**config.mk**
```make
export PLATFORM = sky130hd
export DESIGN_NAME = vic_irq_ctrl
export DESIGN_NICKNAME = d
export VERILOG_FILES = /design/src/rtl/vic_pkg.sv /design/src/rtl/vic_irq_ctrl.sv
export SDC_FILE = /design/constraint.sdc
export NUM_CORES = 1
export LEC_CHECK = 0
export BUFFER_PORTS_ARGS = -buffer_cell sky130_fd_sc_hd__buf_2
export CORE_ASPECT_RATIO = 0.9
export CORE_MARGIN = 2
export CORE_UTILIZATION = 25
export DETAILED_ROUTE_END_ITERATION = 8
export PLACE_DENSITY = 0.39
export SYNTH_ARGS = -nofsm -noshare
export SYNTH_HDL_FRONTEND = slang
export SYNTH_SLANG_ARGS = --single-unit
```
**constraint.sdc**
```tcl
create_clock -name clk -period 2.6 [get_ports clk]
set_input_delay 0.13 -clock clk [delete_from_list [all_inputs] [get_ports clk]]
set_output_delay 0.13 -clock clk [all_outputs]
set_load 0.01 [all_outputs]
```
**src/rtl/vic_pkg.sv**
```systemverilog
// Purpose: Constants and types of the vectored interrupt controller
// Assumes: Word-indexed registers on a 32-bit AHB-Lite bus
// Notes:   Byte address of a register is four times its index
package vic_pkg;

  // ==========================================================
  // Register indices (byte address = index * 4)
  localparam logic [7:0] IDX_CPU_STATUS  = 8'h06;
  localparam logic [7:0] IDX_IRQ_STATUS  = 8'h07;
  localparam logic [7:0] IDX_PFLAG_B     = 8'h10;
  localparam logic [7:0] IDX_PENABLE_B   = 8'h11;
  localparam logic [7:0] IDX_PFLAG_A     = 8'h16;
  localparam logic [7:0] IDX_PENABLE_A   = 8'h17;
  localparam int         IDX_LSB         = 2;
  localparam int         IDX_MSB         = 9;

  // ==========================================================
  // irq_status_ctrl fields
  localparam int ST_PEND  = 7;
  localparam int ST_CKF   = 6;
  localparam int ST_T0F   = 5;
  localparam int ST_EXTF  = 4;
  localparam int ST_PERIPH_IRQ_ENABLE  = 3;
  localparam int ST_CKE   = 2;
  localparam int ST_T0E   = 1;
  localparam int ST_EXTE  = 0;
  localparam logic [3:0] ST_EN_RST = 4'h0;

  // ==========================================================
  // cpu_status_reg fields
  localparam int CS_GD       = 4;
  localparam int CS_EXT_RISE = 1;
  localparam int CS_CK_RISE  = 0;
  localparam logic       GD_RST       = 1'b1;
  localparam logic [1:0] EDGE_SEL_RST = 2'h3;

  // ==========================================================
  // Widths, counts, vectors
  localparam int NUM_SOURCES = 18;
  localparam int PA_W        = 8;
  localparam int PB_W        = 7;
  localparam int PC_W        = 16;
  localparam int STACK_DEPTH = 16;
  localparam int SP_W        = 4;
  localparam logic [PA_W-1:0] PA_RST = 8'h00;
  localparam logic [PB_W-1:0] PB_RST = 7'h00;
  localparam logic [PC_W-1:0] VEC_RESET  = 16'h0000;
  localparam logic [PC_W-1:0] VEC_EXT    = 16'h0008;
  localparam logic [PC_W-1:0] VEC_T0     = 16'h0010;
  localparam logic [PC_W-1:0] VEC_CK     = 16'h0018;
  localparam logic [PC_W-1:0] VEC_PERIPH = 16'h0020;

  // AHB encodings
  localparam logic [1:0] HTRANS_NONSEQ = 2'h2;
  localparam logic [1:0] HTRANS_SEQ    = 2'h3;
  localparam logic       HRESP_OKAY    = 1'b0;

  // ==========================================================
  // Types
  typedef enum logic [2:0] {
    VS_NONE   = 3'h0,
    VS_EXT    = 3'h1,
    VS_T0     = 3'h3,
    VS_CK     = 3'h2,
    VS_PER    = 3'h6,
    VS_RESET  = 3'h7
  } vec_sel_e;

  // Peripheral event pulses; upper 8 map to flag reg A, lower 7 to B
  typedef struct packed {
    logic portChange;
    logic tmr3Ovf;
    logic tmr2Ovf;
    logic tmr1Ovf;
    logic capture2;
    logic capture1;
    logic serial1TxEmpty;
    logic serial1RxFull;
    logic sspEvent;
    logic busCollision;
    logic convDone;
    logic capture4;
    logic capture3;
    logic serial2TxEmpty;
    logic serial2RxFull;
  } periph_evt_s;

  typedef struct packed {
    logic            load;
    logic [PC_W-1:0] addr;
  } pc_load_s;

endpackage

```
**src/rtl/vic_irq_ctrl.sv**
```systemverilog
// Purpose: Vectored interrupt controller for an 8-bit core
// Assumes: Core acks only on instruction boundaries, same clock
// Notes:   AHB-Lite slave, zero wait states, always OKAY
//
// Function
// - Eighteen sources collected into flags
// - Global disable blocks every core request
// - Entry sets disable, pushes, loads vector
// - Four vectors, peripherals share one
// - External pin to 08h, clears its flag
// - Timer zero overflow to 10h, clears flag
// - Clock pin edge to 18h, clears flag
// - Peripherals to 20h, flags untouched
// - Flags set regardless of any enable
// - Pin events have latency, longer mid-instruction
// - Return pops address, clears global disable
// - Pending flag is enabled-peripheral OR, read-only
// - Enable cleared as flag sets: vector 00h
// - Peripheral enable gates all peripheral requests
// - Status register at 07h, fields, zero reset
// - Selected pin edges set edge flags
// - Timer zero flag set on overflow or by software write
// - Non-peripheral request needs flag, enable, no-disable
// - Two peripheral enable registers, zero reset
`timescale 1ns/10ps

module vic_irq_ctrl (
  // Clock and reset
  input  wire logic                        clk,
  input  wire logic                        nrst,
  // AHB-Lite slave
  input  wire logic                        hsel,
  input  wire logic [31:0]                 haddr,
  input  wire logic [1:0]                  htrans,
  input  wire logic                        hwrite,
  input  wire logic [2:0]                  hsize,
  input  wire logic [31:0]                 hwdata,
  input  wire logic                        hready,
  output logic                             hreadyout,
  output logic                             hresp,
  output logic [31:0]                      hrdata,
  // Pins, asynchronous
  input  wire logic                        extIrqPin,
  input  wire logic                        timerClockPin,
  // Event pulses from peripherals
  input  wire logic                        timer0Ovf,
  input  wire vic_pkg::periph_evt_s        periphEvt,
  // Core sequencer
  input  wire logic                        irqAck,
  input  wire logic                        returnFromIrqInstr,
  input  wire logic [vic_pkg::PC_W-1:0]    pcReturn,
  output logic                             irqReq,
  output vic_pkg::pc_load_s                pcLoad,
  output logic                             globalIrqDisable
);

  // ==========================================================
  // Declarations
  logic [1:0]                  pinSync1_q;
  logic [1:0]                  pinSync2_q;
  logic [1:0]                  pinPrev_q;
  logic [1:0]                  edgeSel_q;
  logic [1:0]                  pinEdge;
  logic                        gd_q;
  logic                        extFlag_q;
  logic                        t0Flag_q;
  logic                        ckFlag_q;
  logic [3:0]                  stEn_q;
  logic [vic_pkg::PA_W-1:0]    pFlagA_q;
  logic [vic_pkg::PB_W-1:0]    pFlagB_q;
  logic [vic_pkg::PA_W-1:0]    pEnA_q;
  logic [vic_pkg::PB_W-1:0]    pEnB_q;
  logic                        pendFlag;
  logic                        spurious_q;
  vic_pkg::vec_sel_e           vecSel;
  vic_pkg::vec_sel_e           vecSel_q;
  logic [vic_pkg::PC_W-1:0]    stack_q [vic_pkg::STACK_DEPTH];
  logic [vic_pkg::SP_W-1:0]    sp_q;
  logic                        wrPend_q;
  logic [7:0]                  wrIdx_q;
  logic                        addrPhase;
  logic [7:0]                  curIdx;
  logic                        wrStatus;
  logic                        wrCpu;
  logic                        wrPfA;
  logic                        wrPfB;
  logic                        wrPeA;
  logic                        wrPeB;
  logic [7:0]                  wByte;
  logic                        take;
  logic                        enClrHit;

  // ==========================================================
  // Pin synchronisers and edge detect
  always_ff @(posedge clk) begin
    if (!nrst) begin
      pinSync1_q <= 2'h0;
      pinSync2_q <= 2'h0;
      pinPrev_q  <= 2'h0;
    end else begin
      pinSync1_q <= {timerClockPin, extIrqPin};
      pinSync2_q <= pinSync1_q;
      pinPrev_q  <= pinSync2_q;
    end
  end

  always_comb begin
    for (int i = 0; i < 2; i++) begin
      pinEdge[i] = edgeSel_q[i] ? (pinSync2_q[i] & ~pinPrev_q[i])
                                : (~pinSync2_q[i] & pinPrev_q[i]);
    end
  end

  // ==========================================================
  // Bus decode; write applies in the data phase
  assign addrPhase = hsel & hready & (htrans == vic_pkg::HTRANS_NONSEQ || htrans == vic_pkg::HTRANS_SEQ);
  assign curIdx    = haddr[vic_pkg::IDX_MSB:vic_pkg::IDX_LSB];
  assign wByte     = hwdata[7:0];
  assign wrStatus  = wrPend_q & (wrIdx_q == vic_pkg::IDX_IRQ_STATUS);
  assign wrCpu     = wrPend_q & (wrIdx_q == vic_pkg::IDX_CPU_STATUS);
  assign wrPfA     = wrPend_q & (wrIdx_q == vic_pkg::IDX_PFLAG_A);
  assign wrPfB     = wrPend_q & (wrIdx_q == vic_pkg::IDX_PFLAG_B);
  assign wrPeA     = wrPend_q & (wrIdx_q == vic_pkg::IDX_PENABLE_A);
  assign wrPeB     = wrPend_q & (wrIdx_q == vic_pkg::IDX_PENABLE_B);

  always_ff @(posedge clk) begin
    if (!nrst) begin
      wrPend_q <= 1'b0;
      wrIdx_q  <= 8'h00;
    end else begin
      wrPend_q <= addrPhase & hwrite;
      wrIdx_q  <= curIdx;
    end
  end

  // Zero wait states; the slave never stretches a transfer
  always_ff @(posedge clk) begin
    if (!nrst) begin
      hreadyout <= 1'b1;
      hresp     <= vic_pkg::HRESP_OKAY;
    end else begin
      hreadyout <= 1'b1;
      hresp     <= vic_pkg::HRESP_OKAY;
    end
  end

  // Read data sampled at the end of the address phase; unmapped reads zero
  always_ff @(posedge clk) begin
    if (!nrst) begin
      hrdata <= 32'h0000_0000;
    end else if (addrPhase & ~hwrite) begin
      unique case (curIdx)
        vic_pkg::IDX_IRQ_STATUS: hrdata <= {24'h000000, pendFlag, ckFlag_q, t0Flag_q, extFlag_q, stEn_q};
        vic_pkg::IDX_CPU_STATUS: hrdata <= {27'h0000000, gd_q, 2'h0, edgeSel_q[0], edgeSel_q[1]};
        vic_pkg::IDX_PFLAG_A:    hrdata <= {24'h000000, pFlagA_q};
        vic_pkg::IDX_PFLAG_B:    hrdata <= {25'h0000000, pFlagB_q};
        vic_pkg::IDX_PENABLE_A:  hrdata <= {24'h000000, pEnA_q};
        vic_pkg::IDX_PENABLE_B:  hrdata <= {25'h0000000, pEnB_q};
        default:                 hrdata <= 32'h0000_0000;
      endcase
    end
  end

  // ==========================================================
  // Enables and edge selects
  // software-written enables, zero reset
  always_ff @(posedge clk) begin
    if (!nrst) begin
      stEn_q    <= vic_pkg::ST_EN_RST;
      pEnA_q    <= vic_pkg::PA_RST;
      pEnB_q    <= vic_pkg::PB_RST;
      edgeSel_q <= vic_pkg::EDGE_SEL_RST;
    end else begin
      if (wrStatus) begin
        stEn_q <= wByte[3:0];
      end
      if (wrPeA) begin
        pEnA_q <= wByte;
      end
      if (wrPeB) begin
        pEnB_q <= wByte[vic_pkg::PB_W-1:0];
      end
      if (wrCpu) begin
        edgeSel_q <= {wByte[vic_pkg::CS_CK_RISE], wByte[vic_pkg::CS_EXT_RISE]};
      end
    end
  end

  // ==========================================================
  // Non-peripheral flags; set wins over any clear
  assign take = irqAck & irqReq;

  always_ff @(posedge clk) begin
    if (!nrst) begin
      extFlag_q <= 1'b0;
      t0Flag_q  <= 1'b0;
      ckFlag_q  <= 1'b0;
    end else begin
      // external edge flag, cleared on its vector
      if (pinEdge[0]) begin
        extFlag_q <= 1'b1;
      end else if (take && vecSel_q == vic_pkg::VS_EXT) begin
        extFlag_q <= 1'b0;
      end else if (wrStatus) begin
        extFlag_q <= wByte[vic_pkg::ST_EXTF];
      end
      if (timer0Ovf) begin
        t0Flag_q <= 1'b1;
      end else if (take && vecSel_q == vic_pkg::VS_T0) begin
        t0Flag_q <= 1'b0;
      end else if (wrStatus) begin
        t0Flag_q <= wByte[vic_pkg::ST_T0F];
      end
      if (pinEdge[1]) begin
        ckFlag_q <= 1'b1;
      end else if (take && vecSel_q == vic_pkg::VS_CK) begin
        ckFlag_q <= 1'b0;
      end else if (wrStatus) begin
        ckFlag_q <= wByte[vic_pkg::ST_CKF];
      end
    end
  end

  // ==========================================================
  // Peripheral flags; vectoring never touches them
  // set by events, cleared only by software
  always_ff @(posedge clk) begin
    if (!nrst) begin
      pFlagA_q <= vic_pkg::PA_RST;
      pFlagB_q <= vic_pkg::PB_RST;
    end else begin
      pFlagA_q <= (wrPfA ? wByte : pFlagA_q) | periphEvt[14:7];
      pFlagB_q <= (wrPfB ? wByte[vic_pkg::PB_W-1:0] : pFlagB_q) | periphEvt[6:0];
    end
  end

  // read-only OR of enabled peripheral flags
  assign pendFlag = |{pFlagA_q & pEnA_q, pFlagB_q & pEnB_q};

  // ==========================================================
  // Enable cleared while its flag rises, interrupts on
  // detect the race and remember it
  always_comb begin
    enClrHit = 1'b0;
    if (wrStatus && !gd_q) begin
      enClrHit = (stEn_q[vic_pkg::ST_EXTE] & ~wByte[vic_pkg::ST_EXTE] & pinEdge[0])
               | (stEn_q[vic_pkg::ST_T0E] & ~wByte[vic_pkg::ST_T0E] & timer0Ovf)
               | (stEn_q[vic_pkg::ST_CKE] & ~wByte[vic_pkg::ST_CKE] & pinEdge[1])
               | (stEn_q[vic_pkg::ST_PERIPH_IRQ_ENABLE] & ~wByte[vic_pkg::ST_PERIPH_IRQ_ENABLE] & (|periphEvt));
    end
  end

  always_ff @(posedge clk) begin
    if (!nrst) begin
      spurious_q <= 1'b0;
    end else if (enClrHit) begin
      spurious_q <= 1'b1;
    end else if (take && vecSel_q == vic_pkg::VS_RESET) begin
      spurious_q <= 1'b0;
    end
  end

  // ==========================================================
  // Request selection
  always_comb begin
    vecSel = vic_pkg::VS_NONE;
    if (!gd_q) begin
      // fixed priority; flag and enable; peripheral gate
      if (spurious_q) begin
        vecSel = vic_pkg::VS_RESET;
      end else if (extFlag_q && stEn_q[vic_pkg::ST_EXTE]) begin
        vecSel = vic_pkg::VS_EXT;
      end else if (t0Flag_q && stEn_q[vic_pkg::ST_T0E]) begin
        vecSel = vic_pkg::VS_T0;
      end else if (ckFlag_q && stEn_q[vic_pkg::ST_CKE]) begin
        vecSel = vic_pkg::VS_CK;
      end else if (pendFlag && stEn_q[vic_pkg::ST_PERIPH_IRQ_ENABLE]) begin
        vecSel = vic_pkg::VS_PER;
      end
    end
  end

  // Registered request; the entry cycle drops it at once
  always_ff @(posedge clk) begin
    if (!nrst) begin
      irqReq   <= 1'b0;
      vecSel_q <= vic_pkg::VS_NONE;
    end else if (take) begin
      irqReq   <= 1'b0;
      vecSel_q <= vic_pkg::VS_NONE;
    end else begin
      irqReq   <= (vecSel != vic_pkg::VS_NONE);
      vecSel_q <= vecSel;
    end
  end

  // ==========================================================
  // Global disable
  always_ff @(posedge clk) begin
    if (!nrst) begin
      gd_q <= vic_pkg::GD_RST;
    end else if (take) begin
      gd_q <= 1'b1;
    end else if (returnFromIrqInstr) begin
      gd_q <= 1'b0;
    end else if (wrCpu) begin
      gd_q <= wByte[vic_pkg::CS_GD];
    end
  end

  always_ff @(posedge clk) begin
    if (!nrst) begin
      globalIrqDisable <= vic_pkg::GD_RST;
    end else begin
      globalIrqDisable <= take | (gd_q & ~returnFromIrqInstr & ~wrCpu) | (wrCpu & ~returnFromIrqInstr & wByte[vic_pkg::CS_GD]);
    end
  end

  // ==========================================================
  // Return stack; overflow wraps and overwrites the oldest entry
  always_ff @(posedge clk) begin
    if (!nrst) begin
      sp_q <= '0;
    end else if (take) begin
      stack_q[sp_q] <= pcReturn;
      sp_q          <= sp_q + 1'b1;
    end else if (returnFromIrqInstr) begin
      sp_q <= sp_q - 1'b1;
    end
  end

  // ==========================================================
  // Program counter load
  always_ff @(posedge clk) begin
    if (!nrst) begin
      pcLoad <= '0;
    end else if (take) begin
      pcLoad.load <= 1'b1;
      unique case (vecSel_q)
        vic_pkg::VS_EXT:   pcLoad.addr <= vic_pkg::VEC_EXT;
        vic_pkg::VS_T0:    pcLoad.addr <= vic_pkg::VEC_T0;
        vic_pkg::VS_CK:    pcLoad.addr <= vic_pkg::VEC_CK;
        vic_pkg::VS_PER:   pcLoad.addr <= vic_pkg::VEC_PERIPH;
        // spurious entry goes to the reset address
        vic_pkg::VS_RESET: pcLoad.addr <= vic_pkg::VEC_RESET;
        vic_pkg::VS_NONE:  pcLoad.addr <= vic_pkg::VEC_RESET;
      endcase
    end else if (returnFromIrqInstr) begin
      pcLoad.load <= 1'b1;
      pcLoad.addr <= stack_q[sp_q - 1'b1];
    end else begin
      pcLoad.load <= 1'b0;
    end
  end

  // latency: two sync stages, edge, flag, request, then core boundary
  // left to software; hsize unused since only words are mapped

endmodule

```
# Yosys cells after proc, flatten, opt, wreduce, memory -nomap -nowiden
# Memories as Yosys holds them, arrays and structs flattened.
# Cells that the tools add are included.
# word_totals
word_cells	150
ramBits	256
latchBits	0
mem_bits_ro	0
n_memories	1
out_inout_bits	53
input_bits	110
regBits	114
# memory_table
memory	words	word_bits	read_ports	rd_clocked_by_memory_dff	write_ports	line	rtl
stack_q	16	16	1	0	1	vic_irq_ctrl.sv:77	logic [vic_pkg::PC_W-1:0] stack_q [vic_pkg::STACK_DEPTH];
# classes
div	0
reduce_logical	23
add_sub_neg	2
eq_ne	19
shifts	0
bitwise_logic	48
n_mux	34
n_mul	0
magnitude_cmp	0
# op_table
cell	count
$pmux W16 S5	1
$eq A8 B5 Y1 const B	8
$pmux W8 S6	1
$eq A8 B3 Y1 const B	4
$reduce_or A15 Y1	2
$and A1 B1 Y1	27
$mux W1	20
$mux W3	6
$mux W17	1
$mux W16	1
$not A1 Y1	12
$reduce_bool A3 Y1	4
$logic_and A1 B1 Y1	9
$and A8 B8 Y8	1
$mux W4	2
$mux W8	1
$or A8 B8 Y8	1
$and A7 B7 Y7	1
$mux W7	1
$or A7 B7 Y7	1
$eq A3 B2 Y1 const B	2
$eq A3 B3 Y1 const B	2
$reduce_bool A2 Y1	3
$or A1 B1 Y1	5
other kinds (8)	10

# Logic depth before layout (Yosys ltp)
# Gate-level depths: netlist (run 1).
# logic_depth
depth_word	10
ltp_mapped	12
mapped_depth_nobuf	7

# Worst setup path after synthesis (run 1)
# No wires, ideal clock.
# synth_timing
path_kind	reg2reg
from	register sp_q[0] in the netlist's numbering
to	memory stack_q[2][0] in the netlist's numbering, enable pin
t_arrival_ns	2.263
setup_time_ns	0.409
required_time_ns	2.191
synth_period_minus_slack_ns	2.672
stages_incl_launch_ff	8
path_buffers	3
setup_slack_ns	-0.072
path_cell_list	dfxtp_1 > buf_6 > buf_8 > buf_6 > inv_1 > ha_1 > nand3_1 > nor3_1
# synth_rtl
element	line	rtl
start, declared	vic_irq_ctrl.sv:78	logic [vic_pkg::SP_W-1:0] sp_q;
start signal, assigned	vic_irq_ctrl.sv:326	sp_q <= sp_q + 1'b1;
start signal, assigned	vic_irq_ctrl.sv:328	sp_q <= sp_q - 1'b1;
end, declared	vic_irq_ctrl.sv:77	
# Straight into the memory's write port.

# Worst setup path in the final report (run 1)
# layout_timing
from	register wrIdx_q[5]
to	register pFlagA_q[3] in the netlist's numbering
# layout_via
elab_chain_len	4
# layout_lines
element	line	rtl
start, declared	vic_irq_ctrl.sv:80	logic [7:0] wrIdx_q;
start signal, assigned	vic_irq_ctrl.sv:132	wrIdx_q <= curIdx;
$eq A8 B5 Y1	vic_irq_ctrl.sv:121	assign wrPfA = wrPend_q & (wrIdx_q == vic_pkg::IDX_PFLAG_A);
$and A1 B1 Y1	vic_irq_ctrl.sv:121	
$mux W8	vic_irq_ctrl.sv:232	pFlagA_q <= (wrPfA ? wByte : pFlagA_q) | periphEvt[14:7];
$or A8 B8 Y8	vic_irq_ctrl.sv:232	
end signal, assigned	vic_irq_ctrl.sv:229	pFlagA_q <= vic_pkg::PA_RST;
end signal, assigned	vic_irq_ctrl.sv:232	
end, declared	vic_irq_ctrl.sv:69	logic [vic_pkg::PA_W-1:0] pFlagA_q;
# No other way between the ends.
# A chain may end at the register's enable or synchronous reset.

==> metrics.md, run 1 <==
| Metric | Value |
|---|---|
| Status | `finished, final reports clean` |
| Synth area leaders | `edfxtp_1 55%, dfxtp_1 13%, mux4_2 10%` |
| Switching share of power | `24.0%` |
| Setup violators final | `0` |
| R2r setup slk | `190 ps` |
| Worst slew margin | `56.6%` |
| Vias in the first global route | `8399` |
| Vias | `8047` |
| Final period util | `92.8%` |
| Initial core utilization | `25.2%` |
| Max clock buf depth | `3` |
| Post-Route Setup TNS | `0 ps` |
| Drt via density | `4.37` |
| Antenna-violating nets left | `0` |
| Crit path kind | `flip-flop to flip-flop` |
| RSZ-0062 raised after global routing | `false` |
| CTS resizes | `0` |
| CP startpoint kind | `flip-flop` |
| Diodes inserted | `0` |
| Global-route wire length before repair | `56400 um` |
| Avg Cell Area, Syn | `16.5 um^2` |
| Syn. warnings | `0` |
| Pwr dens | `746 nW/um^2` |
| RePlAce Congestion | `0.799` |
| Clk pwr share | `43.1%` |
| Register area share after synthesis | `67.8%` |
| Die Y | `228 um` |
| Top-Level Pins | `163` |
| Top cell type's share of synthesized area | `54.9%` |
| Critical Path End Type | `flip-flop` |
| EDFF count, synth | `256` |
| Wire per inst | `20.8 um` |
| Total track usage | `13.4%` |
| Total routed wirelength | `38400 um` |
| H-tree depth | `2` |
| Worst-path fanout max | `8` |
| Die Area | `57900 um^2` |
| #FFs+latches synth | `346` |
| HPWL Detailed | `24200 um` |
| Area of the multi-input gates | `4250 um^2` |
| Tot Pwr | `13.1 mW` |
| Netlist Area Pre-Place | `14000 um^2` |
| Starting DRT DRC Count | `679` |
| CTS Buf Count | `42` |
| Comb pwr share | `10.6%` |
| Root Driver | `clkbuf_16` |
| Mapped Cells | `850` |
| CTS tree | `yes` |
| Type of the tightest min-delay check | `input pin to flip-flop` |
| Worst Tran Pin Value | `645 ps` |
| Highest Clock Rate | `414 MHz` |
| Die X | `253 um` |
| Total net switching power | `3.16 mW` |
| Largest net degree at the start of global routing | `72` |
| Clk_lat worst skew | `570 ps` |
| Final Hold Vio Count | `0` |
| Filler instances | `5521` |
| VDD IR max | `383 uV` |
| Data arrival, critical path | `2850 ps` |
| Layout cells sized above 1 | `28.9%` |
| Prevailing post-synth register cell | `edfxtp_1` |
| Row cnt | `82` |
| Min cycle time layout | `2410 ps` |
| Port Buffer Count | `84` |
| Initial antenna violation count | `0` |
| FF/Latch Area | `9490 um^2` |
| Leakage power | `6.09 nW` |
| Pins Over Slew Limit | `0` |
| Critical Path RT | `3040 ps` |
| Hold Path Stages | `2` |
| FF-to-FF path depth | `6` |
| Seq pwr share | `46.3%` |
| Global route overflow | `0` |
| Area leader, netlist | `edfxtp_1` |
| First-pass detailed-route iteration total | `5` |
| Clock Sink Count | `346` |
| Core box area | `55500 um^2` |
| Synth cell types | `56` |
| Maxcap violations | `0` |
| Post-synthesis async set-or-reset flop share | `0%` |
| Int Pwr | `9.97 mW` |
| Nets@finish | `1167` |
| Residual DRC | `0` |
| Clk slew on worst S/H paths | `60 ps` |
| Final Skew | `28.2 ps` |
| Area Growth Syn to Fin | `25.7%` |
==> placed cells by master (no fill, tap or decap), types with 20 or more instances in the layout <==
cell / count
edfxtp_1: 256
dfxtp_1: 89
buf_2: 84
mux4_2: 65
mux2i_1: 58
dlygate4sd3_1: 58
nand2_1: 53
buf_4: 49
clkbuf_16: 44
conb_1: 26
o21a_1: 20
==> per-stage QoR <==
step	util, %	worst slack [ps]	hold slack, ps	cell area [um^2]	std cells
4_1_cts	31.7	71.7	16.0	17600	1839
2_1_floorplan	-	22.7	229	14100	874
6_report	31.7	186	53.7	17600	1841
5_1_grt	31.7	23.7	53.6	17600	1841
3_3_place_gp	28.2	250	345	15700	1704
3_5_place_dp	28.2	234	346	15700	1704
==> worst paths after layout <==
kind | startpoint | to
setup / recovery | wrIdx_q[5] | pFlagA_q[3]
hold reg to reg | pinSync1_q[1] | pinSync2_q[1]
setup reg to reg | wrIdx_q[5] | pFlagA_q[3]
hold / removal | haddr[2] | wrIdx_q[0]
==> power groups by stage <==
stage | logic, mW | registers (mW) | clock network [mW]
after CTS | 1.43 | 6.08 | 5.84
after floorplan | 0.818 | 6.19 | 0
after global placement | 1.34 | 6.20 | 0
after detailed placement | 1.35 | 6.20 | 0
final | 1.39 | 6.08 | 5.66
after global routing | 1.51 | 6.09 | 6.07
==> final cells by class <==
class                   count  share of cell area [%]
multi-input cells         457                    24.2
well taps                 756                    5.38
clock inverters            17                   0.832
inverters                   5                   0.107
flip-flops and latches    346                    54.0
clock buffers              60                    6.77
repair buffers            200                    8.80
==> synth_stat cells (all sizes together) (6+ instances only) <==
| library cell | number |
|---|---|
| nand3b | 8 |
| a221oi | 7 |
| nor2b | 19 |
| a22oi | 7 |
| a32o | 13 |
| a21oi | 18 |
| o21a | 20 |
| nor3 | 11 |
| nand2 | 53 |
| dfxtp | 90 |
| buf | 45 |
| edfxtp | 256 |
| o21ai | 18 |
| nand3 | 18 |
| nor2 | 24 |
| mux2 | 18 |
| nand2b | 6 |
| and2 | 18 |
| clkbuf | 21 |
| mux2i | 58 |
| mux4 | 65 |
==> per-layer routing <==
| layer | part of all wire, % | GRT usage (%) | up-vias |
|---|---|---|---|
| met5 | 0 | 0 | - |
| met4 | 2.2 | 4.11 | 0 |
| met3 | 4.3 | 2.86 | 56 |
| met2 | 47 | 20.8 | 166 |
| met1 | 47 | 18.6 | 4140 |
| li1 | - | - | 3685 |
==> cells by family (layout without fill, tap and decap cells) <==
kind of cell    Yosys count  after routing  synth area share (%)
mux                     141            141                  16.1
other cells               2             26                0.0537
buf+inv                  71            282                  3.13
fa+ha+maj                 5              5                 0.447
flops                   346            346                  67.8
xor+xnor                  6              6                 0.483
simple gates            177            177                  6.76
compound gates          102            102                  5.24
==> worst max-delay path: stages (launching register included) <==
cell           delay [ps]
dfxtp_1               300
nor4b_2               350
and2_1                240
nand2_1               320
mux2_2                390
o21a_1                160
dlygate4sd3_1         550
==> state kept, by name, indices dropped and copies added, names as in the netlist, 3 cells and up <==
signal and flops:
pFlagA_q 8, wrIdx_q 8, pEnA_q 8, stEn_q 4, pFlagB_q 7, pEnB_q 7, pcLoad 17, hrdata 8
sp_q 4, stack_q 256, vecSel_q 3
==> timing repair <==
item	4_1_cts	5_1_grt
setup endpoints to repair	0	2
buffers inserted	0	2
hold buffers	58	0
hold endpoints to repair	309	0
Power figures use the tool's default switching activity.
==> run 2, diff against run 1 <==
--- a/config.mk
+++ b/config.mk
@@ -8,9 +8,11 @@
 export BUFFER_PORTS_ARGS = -buffer_cell sky130_fd_sc_hd__buf_2
 export CORE_ASPECT_RATIO = 0.9
 export CORE_MARGIN = 2
-export CORE_UTILIZATION = 25
+export CORE_UTILIZATION = 52
 export DETAILED_ROUTE_END_ITERATION = 8
-export PLACE_DENSITY = 0.39
+export PLACE_DENSITY = 0.72
+export SLEW_MARGIN = 15
 export SYNTH_ARGS = -nofsm -noshare
 export SYNTH_HDL_FRONTEND = slang
 export SYNTH_SLANG_ARGS = --single-unit
+export TNS_END_PERCENT = 5
==> metrics.md, run 2 (synthesized netlist as in run 1, its figures left out) <==
| Metric | Value |
|---|---|
| Starting DRT DRC Count | `724 (+6.6%)` |
| Area Growth Syn to Fin | `17.6%` |
| Data arrival, critical path | `2780 ps (-70 ps)` |
| Final period util | `91.7% (-1.1 points)` |
| Leakage power | `5.79 nW (-4.9%)` |
| Pwr dens | `726 nW/um^2 (-2.7%)` |
| Wire per inst | `22.1 um (+6.1%)` |
| Die Area | `28200 um^2 (-51%)` |
| Top-Level Pins | `163 (unchanged)` |
| Root Driver | `clkbuf_16` |
| H-tree depth | `2 (unchanged)` |
| Max clock buf depth | `3 (unchanged)` |
| Final Skew | `17.3 ps (-10.9 ps)` |
| Vias | `8009 (-0.47%)` |
| Layout cells sized above 1 | `27.3% (-1.7 points)` |
| Drt via density | `5.78 (+32%)` |
| Worst Tran Pin Value | `683 ps (+38.4 ps)` |
| Setup Fix Bufs, Post-CTS | `0 (unchanged)` |
| Finished Layout Cells | `1386 (-25%)` |
| Tot Pwr | `11.9 mW (-9.0%)` |
| Most frequent cells in the layout | `256 x edfxtp_1, 89 x dfxtp_1, 84 x buf_2, 65 x mux4_2, 58 x mux2i_1` |
| R2r setup slk | `220 ps (+30 ps)` |
| CTS tree | `yes` |
| Crit path kind | `flip-flop to flip-flop` |
| HP Start | `pcReturn[6]` |
| Int Pwr | `9.20 mW (-7.7%)` |
| WHS Endpoint | `stack_q[14][6]` |
| Highest Clock Rate | `419 MHz (+1.2%)` |
| Core Util, Final | `62.6% (+31 points)` |
| First-pass detailed-route iteration total | `5 (unchanged)` |
| Largest net degree at the start of global routing | `72 (unchanged)` |
| Total routed wirelength | `30700 um (-20%)` |
| Commonest non-fill, non-tap cell in the layout | `edfxtp_1` |
| Global route overflow | `0 (unchanged)` |
| FF-to-FF path depth | `6 (unchanged)` |
| VDD IR max | `729 uV (+90%)` |
| Min cycle time layout | `2380 ps (-29.6 ps)` |
| Final Hold Vio Count | `0 (unchanged)` |
| Antenna-violating nets left | `0 (unchanged)` |
| Post-Route Setup TNS | `0 ps (unchanged)` |
| Switching share of power | `23.0% (-1.1 points)` |
| Comb pwr share | `10.6% (about the same)` |
| Worst reg2reg endpoint | `pFlagA_q[7]` |
| Core box area | `26300 um^2 (-53%)` |
| Maxcap violations | `0 (unchanged)` |
| Setup violators final | `0 (unchanged)` |
| Critical Path End Type | `flip-flop` |
| Biggest register | `stack_q` |
| Worst slew margin | `54.0% (-2.6 points)` |
| Clk pwr share | `38.5% (-4.6 points)` |
| Critical Path RT | `3000 ps (-40 ps)` |
| Die X | `177 um (-30%)` |
| CTS Buf Count | `35 (-17%)` |
| Vias in the first global route | `7852 (-6.5%)` |
| Seq pwr share | `50.9% (+4.6 points)` |
| Crit-path slowest cell | `dlygate4sd3_1` |
| Reg2reg start | `wrIdx_q[5]` |
| Initial core utilization | `53.2% (+28 points)` |
| Clk_lat worst skew | `510 ps (-60 ps)` |
| Diodes inserted | `0 (unchanged)` |
| Clk slew on worst S/H paths | `60 ps (about the same)` |
| Max reg flops | `256 (unchanged)` |
| Status | `finished, final reports clean` |
| Total track usage | `21.8% (+8.4 points)` |
| Worst-path fanout max | `8 (unchanged)` |
| Global-route wire length before repair | `46000 um (-18%)` |
| Row cnt | `56 (-32%)` |
| Hold Path Stages | `1 (-1)` |
| Residual DRC | `0 (unchanged)` |
| Placed Cells | `1277 (-25%)` |
| CP Cell Sequence | `nor4b_2 > and2_1 > nand2_1 > mux2_2 > o21a_1 > dlygate4sd3_1` |
| Die Y | `160 um (-30%)` |
| RSZ-0062 raised after global routing | `false` |
| CP startpoint kind | `flip-flop` |
| Regs by FF count | `stack_q x256, pcLoad x17` |
| Nets@finish | `1127 (-3.4%)` |
| HPWL Detailed | `18500 um (-23%)` |
| RePlAce Congestion | `0.896 (+12%)` |
| Port Buffer Count | `84 (unchanged)` |
| Initial antenna violation count | `0 (unchanged)` |
| Total net switching power | `2.74 mW (-13%)` |
| Type of the tightest min-delay check | `input pin to flip-flop` |
| Pins Over Slew Limit | `0 (unchanged)` |
| Clock Sink Count | `346 (unchanged)` |
| Max stage delay on crit path | `550 ps (about the same)` |
==> run 2: cell count changes in the layout (fill, tap and decap cells not counted), sizes merged <==
cell | previous run | this run
clkinvlp | 2 | 1
buf | 142 | 121
bufinv | 1 | 0
dlygate4sd3 | 58 | 46
inv | 7 | 6
clkbuf | 60 | 49
==> run 2: stage by stage <==
| step | setup slack, ps | area [um^2] | hold slack, ps |
|---|---|---|---|
| after floorplan | -71.3 | 14100 | 229 |
| after global placement | 316 | 14900 | 341 |
| after detailed placement | 254 | 14900 | 345 |
| after CTS | 242 | 16400 | 0.915 |
| after global routing | 102 | 16400 | 6.26 |
| final | 216 | 16400 | 4.59 |
==> run 2: worst max-delay path by stage <==
stage | start | to | slack (ps) | cells after the start
after floorplan | sp_q[0] | stack_q[0][0] | -70 | 7
after global placement | sp_q[1] | pcLoad[3] | 320 | 7
after detailed placement | sp_q[1] | pcLoad[3] | 250 | 7
after CTS | sp_q[1] | pcLoad[3] | 240 | 7
after global routing | wrIdx_q[5] | pFlagA_q[7] | 100 | 6
final | wrIdx_q[5] | pFlagA_q[7] | 220 | 6
==> run 2: metal layers <==
metal  vias to the layer above  GRT usage, %  routed length (um)
li1                       3601             -                   -
met1                      4047          32.2               13700
met2                       315          34.3               14300
met3                        46          3.45                2070
met4                         0          5.26                 577
met5                         -             0                   0
==> run 2: cell type report <==
| type | instances | area (um^2) |
|---|---|---|
| fillers | 1906 | 9830 |
| flip-flops and latches | 346 | 9490 |
| multi-input cells | 457 | 4220 |
| repair buffers | 167 | 1230 |
| clock buffers | 49 | 963 |
| well taps | 348 | 435 |
| clock inverters | 14 | 85.1 |
| inverters | 5 | 18.8 |
==> run 2: power by group through the flow <==
stage / Sequential (mW) / Combinational [mW] / Clock [mW]
floorplan: 6.19 / 0.815 / 0
global placement: 6.20 / 1.19 / 0
detailed placement: 6.20 / 1.21 / 0
CTS: 6.08 / 1.27 / 4.68
global route: 6.09 / 1.36 / 4.90
finish: 6.08 / 1.26 / 4.60
==> run 2: critical path: cells and delay by family (launching register included) <==
| family | cells | cell delay (ps) |
|---|---|---|
| AOI/OAI and AO/OA | 1 | 170 |
| and+or+nand+nor | 3 | 870 |
| DFF | 1 | 300 |
| muxes | 1 | 380 |
| buffers and inverters | 1 | 550 |
==> run 2: timing repair <==
item / 4_1_cts / 5_1_grt
hold buffers: 46 / 0
hold endpoints to repair: 189 / 0
resized for setup: 0 / 0
